--- config.mk ---
export PLATFORM = sky130hd
export DESIGN_NAME = usb_vendor_register_access
export DESIGN_NICKNAME = d
export VERILOG_FILES = /design/src/pkg/usbreg_pkg.sv /design/src/rtl/reg_store.sv /design/src/rtl/usb_vendor_register_access.sv
export SDC_FILE = /design/constraint.sdc
export NUM_CORES = 1
export LEC_CHECK = 0
export ABC_AREA = 1
export BUFFER_PORTS_ARGS = -buffer_cell sky130_fd_sc_hd__buf_2
export CAP_MARGIN = 5
export CORE_MARGIN = 2
export CORE_UTILIZATION = 40
export CTS_CLUSTER_SIZE = 8
export DETAILED_ROUTE_END_ITERATION = 10
export PLACE_DENSITY = 0.59
export REMOVE_ABC_BUFFERS = 1
export SLEW_MARGIN = 25
export SYNTH_ARGS = -nofsm -noshare
export SYNTH_HDL_FRONTEND = slang
export SYNTH_SLANG_ARGS = --single-unit
--- constraint.sdc ---
create_clock -name sys_clk -period 9.4 [get_ports sys_clk]
set_input_delay 1.88 -clock sys_clk [delete_from_list [all_inputs] [get_ports sys_clk]]
set_output_delay 1.88 -clock sys_clk [all_outputs]
set_load 0.1 [all_outputs]
--- src/pkg/usbreg_pkg.sv ---
// Constants and types shared by the endpoint-zero request decoder.
// Assumes a USB core that hands over decoded SETUP fields and data bytes.
package usbreg_pkg;

    // Request types and codes
    localparam logic [7:0] TYPE_VEN_WR = 8'h40;
    localparam logic [7:0] TYPE_VEN_RD = 8'hc0;
    localparam logic [7:0] TYPE_DEV_IN = 8'h80;
    localparam logic [7:0] TYPE_CDC_OUT = 8'h21;
    localparam logic [7:0] TYPE_CDC_IN = 8'ha1;
    localparam logic [7:0] REQ_VEN_WR = 8'h00;
    localparam logic [7:0] REQ_VEN_RD = 8'h01;
    localparam logic [7:0] REQ_GET_STATUS = 8'h00;
    localparam logic [7:0] REQ_SET_LC = 8'h20;
    localparam logic [7:0] REQ_GET_LC = 8'h21;
    localparam logic [7:0] REQ_SET_CLS = 8'h22;
    localparam logic [7:0] REQ_BREAK = 8'h23;

    // Block numbers
    localparam logic [7:0] BLK_UART = 8'h00;
    localparam logic [7:0] BLK_MGR = 8'h04;
    localparam logic [7:0] BLK_EEP = 8'h65;
    localparam logic [7:0] BLK_CUST = 8'h66;

    // Register offsets
    localparam logic [7:0] OFS_UART_EN = 8'h03;
    localparam logic [7:0] OFS_UART_MAX = 8'h1f;
    localparam logic [7:0] OFS_GATE = 8'h10;
    localparam logic [7:0] OFS_RX_FLUSH = 8'h18;
    localparam logic [7:0] OFS_TX_FLUSH = 8'h1c;
    localparam logic [7:0] OFS_CUST_WIDE = 8'h00;
    localparam logic [7:0] OFS_CUST_LOWLAT = 8'h01;
    localparam logic [7:0] OFS_CUST_IRQPKT = 8'h02;

    // Field positions
    localparam int GATE_TX_BIT = 0;
    localparam int GATE_RX_BIT = 1;
    localparam int EN_TX_BIT = 0;
    localparam int EN_RX_BIT = 1;
    localparam int CLS_DTR_BIT = 0;
    localparam int CLS_RTS_BIT = 1;
    localparam int CUST_BIT = 0;

    // Reset values
    localparam logic [1:0] GATE_RST = 2'h0;
    localparam logic [1:0] UART_EN_RST = 2'h0;

    // Lengths and storage layout
    localparam logic [15:0] LC_LEN = 16'h0007;
    localparam logic [15:0] STATUS_LEN = 16'h0002;
    localparam logic [5:0] LC_BASE = 6'h20;
    localparam logic [15:0] BREAK_FOREVER = 16'hffff;

    // Timing: break duration unit is one millisecond
    localparam int CLK_PERIOD_NS = 50;
    localparam int BREAK_UNIT_NS = 1000000;
    localparam int BREAK_UNIT_CYC = BREAK_UNIT_NS / CLK_PERIOD_NS;

    typedef enum logic [2:0] {
        K_NONE, K_VWR, K_VRD, K_STAT, K_SLC, K_GLC, K_CLS, K_BRK
    } kind_t;

    typedef enum logic [2:0] {
        S_IDLE, S_FETCH, S_LOAD, S_SEND, S_RECV
    } state_t;

endpackage

--- src/rtl/reg_store.sv ---
// Small byte store for the UART group and the line coding bytes.
// Read data is registered; unwritten entries read as zero after reset.
`timescale 1ns/10ps
module reg_store (
    input wire logic sys_clk,
    input wire logic srst,
    input wire logic we,
    input wire logic [5:0] waddr,
    input wire logic [7:0] wdata,
    input wire logic [5:0] raddr,
    output logic [7:0] rdata
);
    logic [7:0] mem [64];
    logic [63:0] valid_q;

    // Valid bits stand in for clearing the array, which keeps it a RAM
    always_ff @(posedge sys_clk) begin
        if (we) begin
            mem[waddr] <= wdata;
        end
    end

    always_ff @(posedge sys_clk) begin
        if (srst) begin
            valid_q <= 64'h0;
            rdata <= 8'h00;
        end else begin
            if (we) begin
                valid_q[waddr] <= 1'b1;
            end
            rdata <= valid_q[raddr] ? mem[raddr] : 8'h00;
        end
    end
endmodule

--- src/rtl/usb_vendor_register_access.sv ---
// Endpoint-zero request decoder: vendor register access and CDC requests.
// Assumes a USB core that delivers SETUP fields, OUT bytes and IN handshake.
`timescale 1ns/10ps
module usb_vendor_register_access #(
    parameter int BREAK_UNIT_CYCLES = usbreg_pkg::BREAK_UNIT_CYC
) (
    input wire logic sys_clk,
    input wire logic srst,
    input wire logic setup_valid,
    input wire logic [7:0] setup_type,
    input wire logic [7:0] setup_req,
    input wire logic [15:0] setup_value,
    input wire logic [15:0] setup_index,
    input wire logic [15:0] setup_length,
    input wire logic out_valid,
    input wire logic [7:0] out_data,
    output logic out_ready,
    output logic in_valid,
    output logic [7:0] in_data,
    input wire logic in_ready,
    output logic ctrl_done,
    output logic ctrl_stall,
    input wire logic self_powered,
    input wire logic remote_wakeup_en,
    output logic eep_wr,
    output logic eep_rd,
    output logic [7:0] eep_addr,
    output logic [7:0] eep_wdata,
    input wire logic [7:0] eep_rdata,
    output logic [1:0] queue_gate,
    output logic rx_queue_flush,
    output logic tx_queue_flush,
    output logic uart_tx_en,
    output logic uart_rx_en,
    output logic wide_mode,
    output logic low_latency,
    output logic irq_packet_en,
    output logic dtr,
    output logic rts,
    output logic break_active
);

    ////////////////////////////////////////////////////////////////////////
    // Request decode

    function automatic logic [5:0] lc_addr(input logic [15:0] i);
        lc_addr = 6'(usbreg_pkg::LC_BASE + i[5:0]);
    endfunction

    wire [7:0] blk = setup_index[15:8];
    wire [7:0] ofs = setup_index[7:0];
    wire blk_ok = (blk == usbreg_pkg::BLK_UART) ||
        (blk == usbreg_pkg::BLK_MGR) || (blk == usbreg_pkg::BLK_EEP) ||
        (blk == usbreg_pkg::BLK_CUST);
    wire is_vwr = setup_type == usbreg_pkg::TYPE_VEN_WR &&
        setup_req == usbreg_pkg::REQ_VEN_WR && setup_length == 16'h0;
    wire is_vrd = setup_type == usbreg_pkg::TYPE_VEN_RD &&
        setup_req == usbreg_pkg::REQ_VEN_RD;
    wire is_stat = setup_type == usbreg_pkg::TYPE_DEV_IN &&
        setup_req == usbreg_pkg::REQ_GET_STATUS &&
        setup_length == usbreg_pkg::STATUS_LEN;
    wire is_slc = setup_type == usbreg_pkg::TYPE_CDC_OUT &&
        setup_req == usbreg_pkg::REQ_SET_LC &&
        setup_length == usbreg_pkg::LC_LEN;
    wire is_glc = setup_type == usbreg_pkg::TYPE_CDC_IN &&
        setup_req == usbreg_pkg::REQ_GET_LC;
    wire is_cls = setup_type == usbreg_pkg::TYPE_CDC_OUT &&
        setup_req == usbreg_pkg::REQ_SET_CLS &&
        setup_length == 16'h0;
    wire is_brk = setup_type == usbreg_pkg::TYPE_CDC_OUT &&
        setup_req == usbreg_pkg::REQ_BREAK;
    wire usbreg_pkg::kind_t kind = is_vwr ? usbreg_pkg::K_VWR :
        is_vrd ? usbreg_pkg::K_VRD : is_stat ? usbreg_pkg::K_STAT :
        is_slc ? usbreg_pkg::K_SLC : is_glc ? usbreg_pkg::K_GLC :
        is_cls ? usbreg_pkg::K_CLS : is_brk ? usbreg_pkg::K_BRK :
        usbreg_pkg::K_NONE;
    wire vendor = is_vwr || is_vrd;
    wire accept = kind != usbreg_pkg::K_NONE && (!vendor || blk_ok);

    // Register writes happen in the SETUP cycle; there is no other path in
    wire wr = setup_valid && is_vwr && accept;
    wire [7:0] wval = setup_value[7:0];
    wire wr_uart = wr && blk == usbreg_pkg::BLK_UART &&
        ofs <= usbreg_pkg::OFS_UART_MAX;
    wire wr_mgr = wr && blk == usbreg_pkg::BLK_MGR;
    wire wr_cust = wr && blk == usbreg_pkg::BLK_CUST;

    ////////////////////////////////////////////////////////////////////////
    // Transfer sequencer

    usbreg_pkg::state_t state_q;
    usbreg_pkg::kind_t kind_q;
    logic [7:0] blk_q, ofs_q;
    logic [15:0] len_q, idx_q;
    logic done_q, stall_q;
    logic [7:0] in_data_q;
    logic [7:0] mem_rdata;

    wire [7:0] rd_ofs = ofs_q + idx_q[7:0];
    wire in_fire = state_q == usbreg_pkg::S_SEND && in_ready;
    wire out_fire = state_q == usbreg_pkg::S_RECV && out_valid &&
        !setup_valid;
    wire [15:0] idx_nx = idx_q + 16'h1;
    wire starts_in = is_vrd || is_stat || is_glc;

    // A new SETUP aborts whatever transfer was in flight
    always_ff @(posedge sys_clk) begin
        if (srst) begin
            state_q <= usbreg_pkg::S_IDLE;
            kind_q <= usbreg_pkg::K_NONE;
            blk_q <= 8'h00;
            ofs_q <= 8'h00;
            len_q <= 16'h0;
            idx_q <= 16'h0;
            done_q <= 1'b0;
            stall_q <= 1'b0;
        end else begin
            done_q <= 1'b0;
            stall_q <= 1'b0;
            if (setup_valid) begin
                kind_q <= kind;
                blk_q <= blk;
                ofs_q <= ofs;
                len_q <= setup_length;
                idx_q <= 16'h0;
                state_q <= usbreg_pkg::S_IDLE;
                if (!accept) begin
                    stall_q <= 1'b1;
                end else if (is_slc) begin
                    state_q <= usbreg_pkg::S_RECV;
                end else if (starts_in && setup_length != 16'h0) begin
                    state_q <= usbreg_pkg::S_FETCH;
                end else begin
                    done_q <= 1'b1;
                end
            end else begin
                case (state_q)
                    usbreg_pkg::S_FETCH: state_q <= usbreg_pkg::S_LOAD;
                    usbreg_pkg::S_LOAD: state_q <= usbreg_pkg::S_SEND;
                    usbreg_pkg::S_SEND: begin
                        if (in_ready) begin
                            idx_q <= idx_nx;
                            if (idx_nx == len_q) begin
                                state_q <= usbreg_pkg::S_IDLE;
                                done_q <= 1'b1;
                            end else begin
                                state_q <= usbreg_pkg::S_FETCH;
                            end
                        end
                    end
                    usbreg_pkg::S_RECV: begin
                        if (out_valid) begin
                            idx_q <= idx_nx;
                            if (idx_nx == usbreg_pkg::LC_LEN) begin
                                state_q <= usbreg_pkg::S_IDLE;
                                done_q <= 1'b1;
                            end
                        end
                    end
                    default: state_q <= usbreg_pkg::S_IDLE;
                endcase
            end
        end
    end

    ////////////////////////////////////////////////////////////////////////
    // Byte store and read selection

    wire mem_we = wr_uart || out_fire;
    wire [5:0] mem_waddr = out_fire ? lc_addr(idx_q) : ofs[5:0];
    wire [7:0] mem_wdata = out_fire ? out_data : wval;
    wire [5:0] mem_raddr = kind_q == usbreg_pkg::K_GLC ? lc_addr(idx_q) :
        {1'b0, rd_ofs[4:0]};

    reg_store u_store (
        .sys_clk(sys_clk),
        .srst(srst),
        .we(mem_we),
        .waddr(mem_waddr),
        .wdata(mem_wdata),
        .raddr(mem_raddr),
        .rdata(mem_rdata)
    );

    logic [1:0] gate_q, uart_en_q;
    logic wide_q, lowlat_q, irqpkt_q;

    wire [7:0] mgr_rd = rd_ofs == usbreg_pkg::OFS_GATE ?
        {6'h00, gate_q} : 8'h00;
    wire [7:0] cust_rd = rd_ofs == usbreg_pkg::OFS_CUST_WIDE ?
        {7'h00, wide_q} : rd_ofs == usbreg_pkg::OFS_CUST_LOWLAT ?
        {7'h00, lowlat_q} : rd_ofs == usbreg_pkg::OFS_CUST_IRQPKT ?
        {7'h00, irqpkt_q} : 8'h00;
    wire [7:0] uart_rd = rd_ofs <= usbreg_pkg::OFS_UART_MAX ?
        mem_rdata : 8'h00;
    wire [7:0] vrd_byte = blk_q == usbreg_pkg::BLK_UART ? uart_rd :
        blk_q == usbreg_pkg::BLK_MGR ? mgr_rd :
        blk_q == usbreg_pkg::BLK_EEP ? eep_rdata : cust_rd;
    wire [7:0] stat_byte = idx_q == 16'h0 ?
        {6'h00, remote_wakeup_en, self_powered} : 8'h00;
    wire [7:0] in_byte = kind_q == usbreg_pkg::K_STAT ? stat_byte :
        kind_q == usbreg_pkg::K_GLC ? mem_rdata : vrd_byte;

    always_ff @(posedge sys_clk) begin
        if (srst) begin
            in_data_q <= 8'h00;
        end else if (state_q == usbreg_pkg::S_LOAD) begin
            in_data_q <= in_byte;
        end
    end

    ////////////////////////////////////////////////////////////////////////
    // Control registers and modem lines

    logic rx_fl_q, tx_fl_q, dtr_q, rts_q;
    wire rx_fl_d = wr_mgr && ofs == usbreg_pkg::OFS_RX_FLUSH &&
        wval != 8'h00;
    wire tx_fl_d = wr_mgr && ofs == usbreg_pkg::OFS_TX_FLUSH &&
        wval != 8'h00;
    wire cls_go = setup_valid && is_cls;

    always_ff @(posedge sys_clk) begin
        if (srst) begin
            gate_q <= usbreg_pkg::GATE_RST;
            uart_en_q <= usbreg_pkg::UART_EN_RST;
            {wide_q, lowlat_q, irqpkt_q} <= 3'h0;
            {rx_fl_q, tx_fl_q, dtr_q, rts_q} <= 4'h0;
        end else begin
            rx_fl_q <= rx_fl_d;
            tx_fl_q <= tx_fl_d;
            if (wr_mgr && ofs == usbreg_pkg::OFS_GATE) begin
                gate_q <= wval[1:0];
            end
            if (wr_uart && ofs == usbreg_pkg::OFS_UART_EN) begin
                uart_en_q <= wval[1:0];
            end
            if (wr_cust && ofs == usbreg_pkg::OFS_CUST_WIDE) begin
                wide_q <= wval[usbreg_pkg::CUST_BIT];
            end
            if (wr_cust && ofs == usbreg_pkg::OFS_CUST_LOWLAT) begin
                lowlat_q <= wval[usbreg_pkg::CUST_BIT];
            end
            if (wr_cust && ofs == usbreg_pkg::OFS_CUST_IRQPKT) begin
                irqpkt_q <= wval[usbreg_pkg::CUST_BIT];
            end
            if (cls_go) begin
                dtr_q <= setup_value[usbreg_pkg::CLS_DTR_BIT];
                rts_q <= setup_value[usbreg_pkg::CLS_RTS_BIT];
            end
        end
    end

    ////////////////////////////////////////////////////////////////////////
    // Break timer: 0xFFFF holds the break until a new break request ends it

    logic [15:0] brk_left_q;
    logic brk_hold_q;
    logic [23:0] tick_q;
    wire tick_end = tick_q == 24'(BREAK_UNIT_CYCLES - 1);

    always_ff @(posedge sys_clk) begin
        if (srst) begin
            brk_left_q <= 16'h0;
            brk_hold_q <= 1'b0;
            tick_q <= 24'h0;
        end else if (setup_valid && is_brk) begin
            brk_left_q <= setup_value;
            brk_hold_q <= setup_value == usbreg_pkg::BREAK_FOREVER;
            tick_q <= 24'h0;
        end else if (brk_left_q != 16'h0) begin
            tick_q <= tick_end ? 24'h0 : tick_q + 24'h1;
            if (tick_end && !brk_hold_q) begin
                brk_left_q <= brk_left_q - 16'h1;
            end
        end
    end

    ////////////////////////////////////////////////////////////////////////
    // Outputs

    assign out_ready = state_q == usbreg_pkg::S_RECV;
    assign in_valid = state_q == usbreg_pkg::S_SEND;
    assign in_data = in_data_q;
    assign ctrl_done = done_q;
    assign ctrl_stall = stall_q;
    // EEPROM must present read data on the cycle after eep_rd
    assign eep_wr = wr && blk == usbreg_pkg::BLK_EEP;
    assign eep_rd = state_q == usbreg_pkg::S_FETCH && kind_q ==
        usbreg_pkg::K_VRD && blk_q == usbreg_pkg::BLK_EEP;
    assign eep_addr = eep_wr ? ofs : rd_ofs;
    assign eep_wdata = wval;
    assign queue_gate = gate_q;
    assign rx_queue_flush = rx_fl_q;
    assign tx_queue_flush = tx_fl_q;
    assign uart_tx_en = uart_en_q[usbreg_pkg::EN_TX_BIT];
    assign uart_rx_en = uart_en_q[usbreg_pkg::EN_RX_BIT];
    assign wide_mode = wide_q;
    assign low_latency = lowlat_q;
    assign irq_packet_en = irqpkt_q;
    assign dtr = dtr_q;
    assign rts = rts_q;
    assign break_active = brk_left_q != 16'h0;

    ////////////////////////////////////////////////////////////////////////
    // Checks

    a_gate_write: assert property (@(posedge sys_clk) disable iff (srst)
        wr_mgr && ofs == usbreg_pkg::OFS_GATE |=>
        queue_gate == $past(setup_value[1:0]))
        else $error("gate register not updated");
    a_flush_cause: assert property (@(posedge sys_clk) disable iff (srst)
        rx_queue_flush || tx_queue_flush |-> $past(wr_mgr) &&
        $past(setup_value[7:0]) != 8'h00)
        else $error("flush without non-zero write");
    a_flush_rx: assert property (@(posedge sys_clk) disable iff (srst)
        setup_valid && is_vwr && blk == usbreg_pkg::BLK_MGR &&
        ofs == usbreg_pkg::OFS_RX_FLUSH && setup_value[7:0] != 8'h00 |=>
        rx_queue_flush && !tx_queue_flush)
        else $error("rx flush missing");
    a_bad_stall: assert property (@(posedge sys_clk) disable iff (srst)
        setup_valid && (kind == usbreg_pkg::K_NONE || (vendor && !blk_ok))
        |=> ctrl_stall && !ctrl_done)
        else $error("unsupported request not stalled");
    a_uart_enable: assert property (@(posedge sys_clk) disable iff (srst)
        wr_uart && ofs == usbreg_pkg::OFS_UART_EN |=>
        uart_tx_en == $past(setup_value[0]) &&
        uart_rx_en == $past(setup_value[1]))
        else $error("uart enable not updated");
    a_line_state: assert property (@(posedge sys_clk) disable iff (srst)
        cls_go |=> dtr == $past(setup_value[0]) && rts == $past(setup_value[1]))
        else $error("control lines not driven");
    a_break_run: assert property (@(posedge sys_clk) disable iff (srst)
        setup_valid && is_brk && setup_value != 16'h0 |=> break_active [*8])
        else $error("break ended early");
    a_status_len: assert property (@(posedge sys_clk) disable iff (srst)
        in_valid && kind_q == usbreg_pkg::K_STAT |-> idx_q < 16'h2)
        else $error("status longer than two bytes");
    a_read_count: assert property (@(posedge sys_clk) disable iff (srst)
        in_fire && !setup_valid && idx_nx == len_q |=> ctrl_done && !in_valid)
        else $error("read burst not closed at length");
    a_custom_lat: assert property (@(posedge sys_clk) disable iff (srst)
        wr_cust && ofs == usbreg_pkg::OFS_CUST_LOWLAT |=>
        low_latency == $past(setup_value[0]))
        else $error("low latency bit not updated");
    a_coding_len: assert property (@(posedge sys_clk) disable iff (srst)
        out_ready |-> idx_q < 16'h7)
        else $error("line coding over seven bytes");
    a_fetch_load: assert property (@(posedge sys_clk) disable iff (srst)
        state_q == usbreg_pkg::S_FETCH && !setup_valid ##1 !setup_valid
        |-> ##1 in_valid)
        else $error("read byte not presented in two cycles");

endmodule

### After elaboration in Yosys (flattened, before gate mapping)

Memories as Yosys holds them, arrays and structs flattened. A register that Yosys moved wholly into a read port is not among the register bits.
Index checks and enable logic that the tools add are counted.

* add/subtract/negate cells: 5
* multiply operators: 0
* div/mod/pow operators: 0
* $lt $le $gt $ge: 5
* equal/unequal tests: 42
* shift-type cells: 0
* multiplexer cells: 54
* bitwise gates (word level): 3
* reductions and logical operators: 69

Operator list (number)
* 2-to-1 mux 16 bit: 5
* 2-to-1 mux 8 bit: 8
* OR 64 bit: 1
* == test 8 x 6 -> 1 bit (second input constant): 5
* zero test 8 bit: 5
* 2-to-1 mux 3 bit: 13
* logical AND 1 bit: 37
* == test 16 x 3 -> 1 bit (second input constant): 2
* == test 8 x 5 -> 1 bit (second input constant): 4
* == test 8 x 7 -> 1 bit (second input constant): 4
* zero test 16 bit: 2
* case mux 16 bit (2 select lines): 1
* nonzero test 16 bit: 2
* adder 24 x 1 -> 24 bit (second input constant): 1
* == test 24 x 15 -> 1 bit (second input constant): 1
* == test 8 x 1 -> 1 bit (second input constant): 3
* == test 8 x 2 -> 1 bit (second input constant): 3
* == test 8 bit (second input constant): 3
* 2-to-1 mux 24 bit: 1
* 2-to-1 mux 1 bit: 18
* adder 16 x 1 -> 16 bit (second input constant): 1
* == test 16 bit: 1
* == test 16 bit (second input constant): 1
* == test 16 x 2 -> 1 bit (second input constant): 1
* 29 further kinds: 55

* register bits after elaboration: 180
* bits in latches: 0
* memory bits (writable): 512
* bits in read-only memories: 0
* bits of input ports: 87
* output and inout port bits: 42
* word-level logic and storage cells: 201
* memories: 1

Memories
* u_store.mem: depth 64, bits a word 8, read ports 1, clocked after memory_dff 1, write ports 1, RTL line reg_store.sv:13 `logic [7:0] mem [64];`

### Logic depth before layout (Yosys ltp)

Gate-level depths: netlist (run 1).

* depth after elaboration: 17
* depth in mapped cells: 17
* mapped depth without buffers: 16

### Hierarchy

A second synthesis (run 1) with hierarchy kept.

* cells, all modules: 3403
* area, all modules: 31400.1 um2

Modules (own cells, without submodules)
* reg_store: instances 1, cells an instance 2193, area each 23702.7 um2, seq. area each 16816.1 um2
* usb_vendor_register_access: instances 1, cells an instance 1210, area each 7697.4 um2, seq. area each 2322.2 um2

### Worst setup path after synthesis (run 1)

Ideal clock, no wire load.

* path type: in2out
* start point: in setup_type[3]
* end point: out eep_wr
* data arrival time: 4.206 ns
* data required time: 7.520 ns
* slack: 3.314 ns
* cell stages on the path: 9
* path buffers: 0
* cells stage by stage: nor2_1 > nand3_1 > nor2_1 > inv_1 > nor4_4 > inv_2 > nor2_1 > nand3_1 > nor2_1

* word-level cells in the longest chain between the ends: 13
* elaborated cells on any way between the ends: 31
* those cells by class: eq/ne: 5; mux: 7; reduce/logical: 19

Ends and longest elaborated chain
* start, declared: RTL line usb_vendor_register_access.sv:10 `input wire logic [7:0] setup_type,`
* == test 8 x 6 -> 1 bit: RTL line usb_vendor_register_access.sv:62, usb_vendor_register_access.sv:67, usb_vendor_register_access.sv:70
* logical AND 1 bit (on tied branches): RTL line usb_vendor_register_access.sv:70, usb_vendor_register_access.sv:67
* 2-to-1 mux 3 bit or logical AND 1 bit (tied branches): RTL line usb_vendor_register_access.sv:75, usb_vendor_register_access.sv:68
* 2-to-1 mux 3 bit: RTL line usb_vendor_register_access.sv:75 `is_cls ? usbreg_pkg::K_CLS : is_brk ? usbreg_pkg::K_BRK :`
* 2-to-1 mux 3 bit (2 in a row): RTL line usb_vendor_register_access.sv:74 `is_slc ? usbreg_pkg::K_SLC : is_glc ? usbreg_pkg::K_GLC :`
* 2-to-1 mux 3 bit (2 in a row): RTL line usb_vendor_register_access.sv:73 `is_vrd ? usbreg_pkg::K_VRD : is_stat ? usbreg_pkg::K_STAT :`
* 2-to-1 mux 3 bit: RTL line usb_vendor_register_access.sv:72 `wire usbreg_pkg::kind_t kind = is_vwr ? usbreg_pkg::K_VWR :`
* nonzero test 3 bit: RTL line usb_vendor_register_access.sv:78 `wire accept = kind != usbreg_pkg::K_NONE && (!vendor || blk_ok);`
* logical AND 1 bit: RTL line usb_vendor_register_access.sv:78
* logical AND 1 bit *: RTL line usb_vendor_register_access.sv:81 `wire wr = setup_valid && is_vwr && accept;`
* logical AND 1 bit *: RTL line usb_vendor_register_access.sv:287 `assign eep_wr = wr && blk == usbreg_pkg::BLK_EEP;`
* end, declared: RTL line usb_vendor_register_access.sv:25 `output logic eep_wr,`

Every way passes the cells marked *; elsewhere a longest branch is shown, timed or not.

### Worst setup path after layout (run 1)

* start point: in setup_req[7]
* end point: out eep_addr[1]

* word-level cells in the longest chain between the ends: 14
* elaborated cells on any way between the ends: 33
* those cells by class: eq/ne: 5; mux: 8; reduce/logical: 20

Ends and longest elaborated chain
* start, declared: RTL line usb_vendor_register_access.sv:11 `input wire logic [7:0] setup_req,`
* == test 8 x 6 -> 1 bit (on tied branches): RTL line usb_vendor_register_access.sv:71, usb_vendor_register_access.sv:68
* logical AND 1 bit (on tied branches): RTL line usb_vendor_register_access.sv:70, usb_vendor_register_access.sv:67
* 2-to-1 mux 3 bit or logical AND 1 bit (tied branches): RTL line usb_vendor_register_access.sv:75, usb_vendor_register_access.sv:68
* 2-to-1 mux 3 bit: RTL line usb_vendor_register_access.sv:75
* 2-to-1 mux 3 bit (2 in a row): RTL line usb_vendor_register_access.sv:74
* 2-to-1 mux 3 bit (2 in a row): RTL line usb_vendor_register_access.sv:73
* 2-to-1 mux 3 bit: RTL line usb_vendor_register_access.sv:72
* nonzero test 3 bit: RTL line usb_vendor_register_access.sv:78
* logical AND 1 bit: RTL line usb_vendor_register_access.sv:78
* logical AND 1 bit *: RTL line usb_vendor_register_access.sv:81
* logical AND 1 bit *: RTL line usb_vendor_register_access.sv:287
* 2-to-1 mux 8 bit *: RTL line usb_vendor_register_access.sv:290 `assign eep_addr = eep_wr ? ofs : rd_ofs;`
* end, declared: RTL line usb_vendor_register_access.sv:27 `output logic [7:0] eep_addr,`

Marks and branches as above.

==> summary.md, run 1 <==
| Metric | Value |
|---|---|
| Register area | 19100 um^2 |
| Count of final hold-check violations | 0 |
| IO Count | 129 |
| Post-DP Area | 33700 um^2 |
| Fin crit share | 0.681 |
| Final setup TNS | 0 ns |
| Setup Skew | 0.0202 ns |
| ANT nets after route | 0 |
| Cts-stage hold buffer count | 0 |
| Setup crit end kind | output pin |
| Final wirelength | 88.5 mm |
| Post-cts sizing count | 0 |
| Most common cell in the synthesized netlist | inv_1 |
| Top Layer Used | met5 |
| Met1 wire length | 39.1 mm |
| Multi-input gate area | 10200 um^2 |
| LEAKAGE | 14.2 nW |
| Post-route cell area | 36500 um^2 |
| Worst Tran Pin Value | 1.08 ns |
| CTS Buffer Depth | 3 |
| Tmin final | 6.40 ns |
| CTS tree | yes |
| Most used DFF post-synth | edfxtp_1 |
| Max-Cap Viols | 0 |
| WL per Instance | 18.8 um |
| Crit path DAT | 4.52 ns |
| Worst path slowest cell | nand4_2 |
| Largest area contributor in the netlist | edfxtp_1 |
| RSZ-0062 raised after global routing | false |
| Post-Syn Area | 32300 um^2 |
| Worst Path Required | 7.52 ns |
| Die H | 288 um |
| Clock root buffer | clkbuf_16 |
| Async S/R FF share, synth | 0 |
| Crit-path max cell delay | 0.46 ns |
| WL met2 | 41.2 mm |
| Final net count | 3677 |
| Post-synth top area share | 0.477 |
| Vias | 24332 |
| Postcts setup bufs | 0 |
| Final worst slack | 3.00 ns |
| DP HPWL | 55.1 mm |
| Initial antenna violation count | 12 |
| Core area | 80200 um^2 |
| Power Density | 193 nW/um^2 |
| CTS H-Tree Depth | 3 |
| Worst skew pair latency | 0.64 ns |
| WHS | 0.448 ns |
| Worst Setup Start Kind | primary input |
| Final Util | 0.455 |
| # DRC | 0 |
| First-pass GRT wire length | 135 mm |
| Number of I/O port buffers | 128 |
| Rows | 104 |
| Clock-pin transition on the worst setup and hold timing paths | 0.05 ns |
| Top area cells in the synthesized netlist | edfxtp_1, dfxtp_1, inv_1 |
| Vias per cell | 5.17 |
| Final max-slew violation count | 0 |
| DR WL met3 | 5.91 mm |
| Slew HR | 0.278 |
| Pin count of the biggest net entering global routing | 223 |
| CP max FO | 16 |
| 1st-iter DRT viols | 2107 |
| Vias in the first global route | 22611 |
| Post-synth EDFFs | 512 |
| CTS Buf Count | 97 |
| # clock sinks | 700 |
| Cell Chain, Critical Path | buf_2 -> nor2_1 -> nand3_1 -> nor2_2 -> inv_2 -> nor4_4 -> inv_2 -> nor2_1 -> nand4_2 -> o21ai_2 -> buf_2 |
| Remaining Overflow, GRT | 0 |
| Sequential share of the synthesized area | 0.593 |
| Die Wd | 288 um |
| Commonest cells post-synth | inv_1, nand2_1, edfxtp_1 |
| Filler cell count | 7783 |
| Seq cells post-synth | 700 |
| Distinct cells, synth | 51 |
| Layout cells sized above 1 | 0.0905 |
| Final setup viols | 0 |
| Placer Congestion | 0.886 |
| Cells after Synth | 3495 |
| Crit path kind | in -> out |
| Total routing usage reported by global routing | 0.212 |
| Initial core utilization | 0.402 |
| Synth-to-layout area growth | 13.0% |
| Status | completed |
| Max Clk Rate | 156 MHz |
| Post-Place Worst Slack | 3.01 ns |
| Worst vdd ir | 0.137 mV |
| Hold crit path type | reg -> reg |
| Die Area | 82900 um^2 |
| Yosys Warn Count | 0 |
| Detailed Routing Iterations Pass 1 | 5 |
| Avg Cell Area, Syn | 9.23 um^2 |
==> worst max-delay path: cells and delay by family <==
| family | cells | cell delay [ns] |
|---|---|---|
| buffers and inverters | 4 | 0.70 |
| AO/OA/AOI/OAI | 1 | 0.28 |
| AND/OR/NAND/NOR | 6 | 1.66 |
==> area by class of cell <==
cell class	count	area share
diodes	1	0.0000686
clock buffers	162	0.0733
clock inverters	8	0.00354
inverters	579	0.0597
multi-input cells	2049	0.279
flip-flops and latches	700	0.525
well taps	1060	0.0364
repair buffers	150	0.0229
==> placed cells by master (no fill, tap or decap), types with 6 or more instances in the layout <==
cell | Yosys | layout
o21ai_0 | 255 | 255
a21oi_1 | 299 | 292
a21oi_4 | 0 | 7
buf_2 | 42 | 127
nor4_1 | 21 | 21
nor2_2 | 9 | 9
o211ai_1 | 100 | 100
inv_1 | 560 | 559
buf_4 | 16 | 21
edfxtp_1 | 512 | 512
nand4_1 | 39 | 39
clkbuf_1 | 83 | 65
o21ai_1 | 33 | 33
clkbuf_16 | 0 | 97
xor2_1 | 11 | 11
a31oi_1 | 9 | 9
dfxtp_1 | 188 | 188
or2_2 | 6 | 6
nor3_1 | 37 | 37
o21ai_2 | 11 | 10
o22ai_1 | 9 | 9
ha_1 | 12 | 12
nand2_1 | 518 | 517
nand3_1 | 380 | 380
inv_2 | 15 | 14
nor2_1 | 248 | 247
==> registers in the layout (all words and copies together) (netlist names), 2 cells and up <==
name / count
u_store.valid_q: 64
kind_q: 3
u_store.rdata: 8
u_store.mem: 512
uart_en_q: 2
ofs_q: 8
blk_q: 8
queue_gate: 2
brk_left_q: 16
in_data: 8
state_q: 3
len_q: 16
idx_q: 16
tick_q: 24
==> cells by family (layout without fill, tap and decap cells) <==
| group | after synthesis | after routing | synth area share |
|---|---|---|---|
| AO/OA/AOI/OAI | 735 | 735 | 0.127 |
| XOR/XNOR | 15 | 15 | 0.00407 |
| adder cells (fa/ha/maj) | 13 | 13 | 0.00527 |
| buffers and inverters | 746 | 899 | 0.0943 |
| flip-flops | 700 | 700 | 0.593 |
| multiplexers | 1 | 1 | 0.000349 |
| other | 0 | 1 | 0 |
| AND/OR/NAND/NOR | 1285 | 1285 | 0.176 |
==> power by group <==
group / internal [mW] / total (mW) / switching, mW
Combinational: 0.112 / 0.451 / 0.340
Clock: 1.92 / 3.24 / 1.32
Sequential: 3.32 / 3.33 / 0.00649
Total: 5.36 / 7.03 / 1.67
==> routing by layer <==
layer / vias up / GRT usage
met5: - / 0
met4: 24 / 0.0650
met3: 163 / 0.0438
met2: 735 / 0.343
met1: 11375 / 0.287
li1: 12035 / -
==> stage by stage <==
stage | total power, mW | instances
floorplan | 3.67 | 3328
global placement | 3.84 | 4538
detailed placement | 3.84 | 4538
CTS | 7.09 | 4708
global route | 7.26 | 4708
finish | 7.03 | 4709
==> final timing paths <==
| check | start | end | slack, ns | depth (start not counted) |
|---|---|---|---|---|
| min reg2reg | dtr | dtr | 0.45 | 2 |
| min | dtr | dtr | 0.45 | 2 |
| max | setup_req[7] | eep_addr[1] | 3.00 | 11 |
| max reg2reg | idx_q[0] | u_store.rdata[5] | 4.68 | 15 |
(Power assumes the default switching activity.)
==> inputs of run 2 (changes only) <==
==> constraint.sdc (replaced) <==
create_clock -name sys_clk -period 6 [get_ports sys_clk]
set_input_delay 1.2 -clock sys_clk [delete_from_list [all_inputs] [get_ports sys_clk]]
set_output_delay 1.2 -clock sys_clk [all_outputs]
set_load 0.1 [all_outputs]
==> summary.md, run 2 (synthesized netlist as in run 1, its figures left out) <==
| Metric | Value |
|---|---|
| Status | completed |
| Slew HR | 0.302 (+0.0236) |
| Register area | 19100 um^2 (unchanged) |
| CP max FO | 16 (unchanged) |
| Final max-slew violation count | 0 (unchanged) |
| Placer Congestion | 0.891 (+0.49%) |
| Remaining Overflow, GRT | 0 (unchanged) |
| Crit path kind | in -> out |
| Post-cts sizing count | 0 (unchanged) |
| Die H | 288 um (unchanged) |
| Setup crit end kind | output pin |
| R2R setup slack | 2.15 ns (-2.53 ns) |
| Worst vdd ir | 0.198 mV (+44%) |
| 1st-iter DRT viols | 1977 (-6.2%) |
| # DRC | 0 (unchanged) |
| CTS H-Tree Depth | 3 (unchanged) |
| LEAKAGE | 14.3 nW (+0.58%) |
| Worst Setup Start Kind | primary input |
| Postcts setup bufs | 0 (unchanged) |
| Vias per cell | 5.14 (-0.44%) |
| Top Registers | u_store.mem x512, u_store.valid_q x64, tick_q x24 |
| CTS tree | yes |
| Count of final hold-check violations | 0 (unchanged) |
| Commonest non-fill, non-tap cell in the layout | inv_1 |
| Core area | 80200 um^2 (unchanged) |
| Die Area | 82900 um^2 (unchanged) |
| Tmin final | 5.00 ns |
| Worst r2r src | idx_q[2] |
| IO Count | 129 (unchanged) |
| Total routing usage reported by global routing | 0.210 (-0.00252) |
| Number of I/O port buffers | 128 (unchanged) |
| Crit path DAT | 3.80 ns (-0.72 ns) |
| Synth-to-layout area growth | 13.5% |
| Vias | 24272 (-0.25%) |
| Max Clk Rate | 200 MHz |
| Multi-input gate area | 10200 um^2 (about the same) |
| Hold depth | 2 (unchanged) |
| Clock-pin transition on the worst setup and hold timing paths | 0.05 ns (about the same) |
| Detailed Routing Iterations Pass 1 | 5 (unchanged) |
| Vias in the first global route | 23165 (+2.5%) |
| Max-Cap Viols | 0 (unchanged) |
| Initial core utilization | 0.402 (unchanged) |
| Number of flip-flops in the largest register | 512 (unchanged) |
| Hold crit path type | reg -> reg |
| Fin crit share | 0.833 |
| Filler cell count | 7747 (-0.46%) |
| Final net count | 3687 (+0.27%) |
| # clock sinks | 700 (unchanged) |
| ANT nets after route | 0 (unchanged) |
| Pin count of the biggest net entering global routing | 151 (-32%) |
| Final worst slack | 0.999 ns (-2.00 ns) |
| Total power | 11.0 mW (+57%) |
| Hold Startpoint | u_store.valid_q[1] |
| Worst Tran Pin Value | 1.05 ns (-0.0354 ns) |
| Final setup viols | 0 (unchanged) |
| Layout cells sized above 1 | 0.0930 (+0.00251) |
| CTS Buffer Depth | 3 (unchanged) |
| Die Wd | 288 um (unchanged) |
| Reg2Reg Depth | 15 (unchanged) |
| Power Density | 300 nW/um^2 (+56%) |
| WL per Instance | 18.4 um (-2.1%) |
| Clock root buffer | clkbuf_16 |
| Post-Place Worst Slack | 1.00 ns (-2.01 ns) |
| CTS Buf Count | 97 (unchanged) |
| DP HPWL | 55.8 mm (+1.3%) |
| Worst skew pair latency | 0.65 ns (about the same) |
| Initial antenna violation count | 8 (-4) |
| Worst hold endpoint | u_store.valid_q[1] |
| Worst reg2reg endpoint | u_store.rdata[5] |
| Setup Skew | 0.0236 ns (+0.00339 ns) |
| Final wirelength | 86.8 mm (-1.9%) |
| RSZ-0062 raised after global routing | false |
| First-pass GRT wire length | 135 mm (-0.30%) |
| Reg with most FFs | u_store.mem |
| Worst Path Required | 4.80 ns (-2.72 ns) |
| Cts-stage hold buffer count | 0 (unchanged) |
| Rows | 104 (unchanged) |
| Most frequent cells in the layout | inv_1, nand2_1, edfxtp_1 |
-- run 2: changes by cell type in the layout (fill, tap and decap cells not counted), sizes merged --
| cell | delta |
|---|---|
| buf | +10 |
| clkinv | -4 |
| inv | +2 |
| clkbuf | +1 |
-- run 2: layout make-up --
| cell class | count | share of cell area |
|---|---|---|
| diodes | 1 | 0.0000683 |
| repair buffers | 160 | 0.0278 |
| well taps | 1060 | 0.0362 |
| clock inverters | 6 | 0.00205 |
| clock buffers | 163 | 0.0739 |
| flip-flops and latches | 700 | 0.523 |
| inverters | 579 | 0.0594 |
| multi-input cells | 2049 | 0.278 |
-- run 2: power breakdown --
group / total [mW] / switching (mW) / internal, mW / leakage (nW)
clock network: 5.06 / 2.02 / 3.04 / 1.32
logic: 0.724 / 0.538 / 0.187 / 6.86
registers: 5.22 / 0.00973 / 5.21 / 6.12
total: 11.0 / 2.57 / 8.43 / 14.3
-- run 2: worst max-delay path by stage --
stage | startpoint | endpoint | cells after the start
floorplan | idx_q[0] | u_store.rdata[2] | 12
CTS | setup_req[7] | eep_addr[6] | 11
detailed placement | setup_req[7] | eep_addr[6] | 11
finish | setup_req[7] | eep_addr[6] | 11
global placement | setup_req[7] | eep_addr[4] | 11
global route | setup_type[3] | eep_addr[6] | 11
-- run 2: per-stage QoR --
stage	area (um^2)	std cells	utilization	hold slack, ns	setup TNS, ns
finish	36600	4718	0.457	0.449	0
global route	36600	4717	0.457	0.464	0
CTS	36600	4716	0.456	0.449	0
detailed placement	33800	4547	0.422	0.441	0
global placement	33700	4544	0.421	0.438	0
floorplan	31400	3328	-	0.424	-54.36
-- run 2: critical path: stages --
cell and delay (ns):
buf_2 0.09, nor2_1 0.20, nand3_1 0.20, nor2_2 0.22, inv_2 0.08, nor4_4 0.33
inv_2 0.06, nor2_1 0.18, nand4_2 0.47, o21ai_2 0.29, buf_2 0.46
-- run 2: per-layer routing --
metal,vias up,routed length [um],track usage
met3,131,6040,0.0449
met4,14,1980,0.0630
met1,11361,38900,0.283
met5,-,88,0
met2,727,39800,0.339
li1,12039,-,-
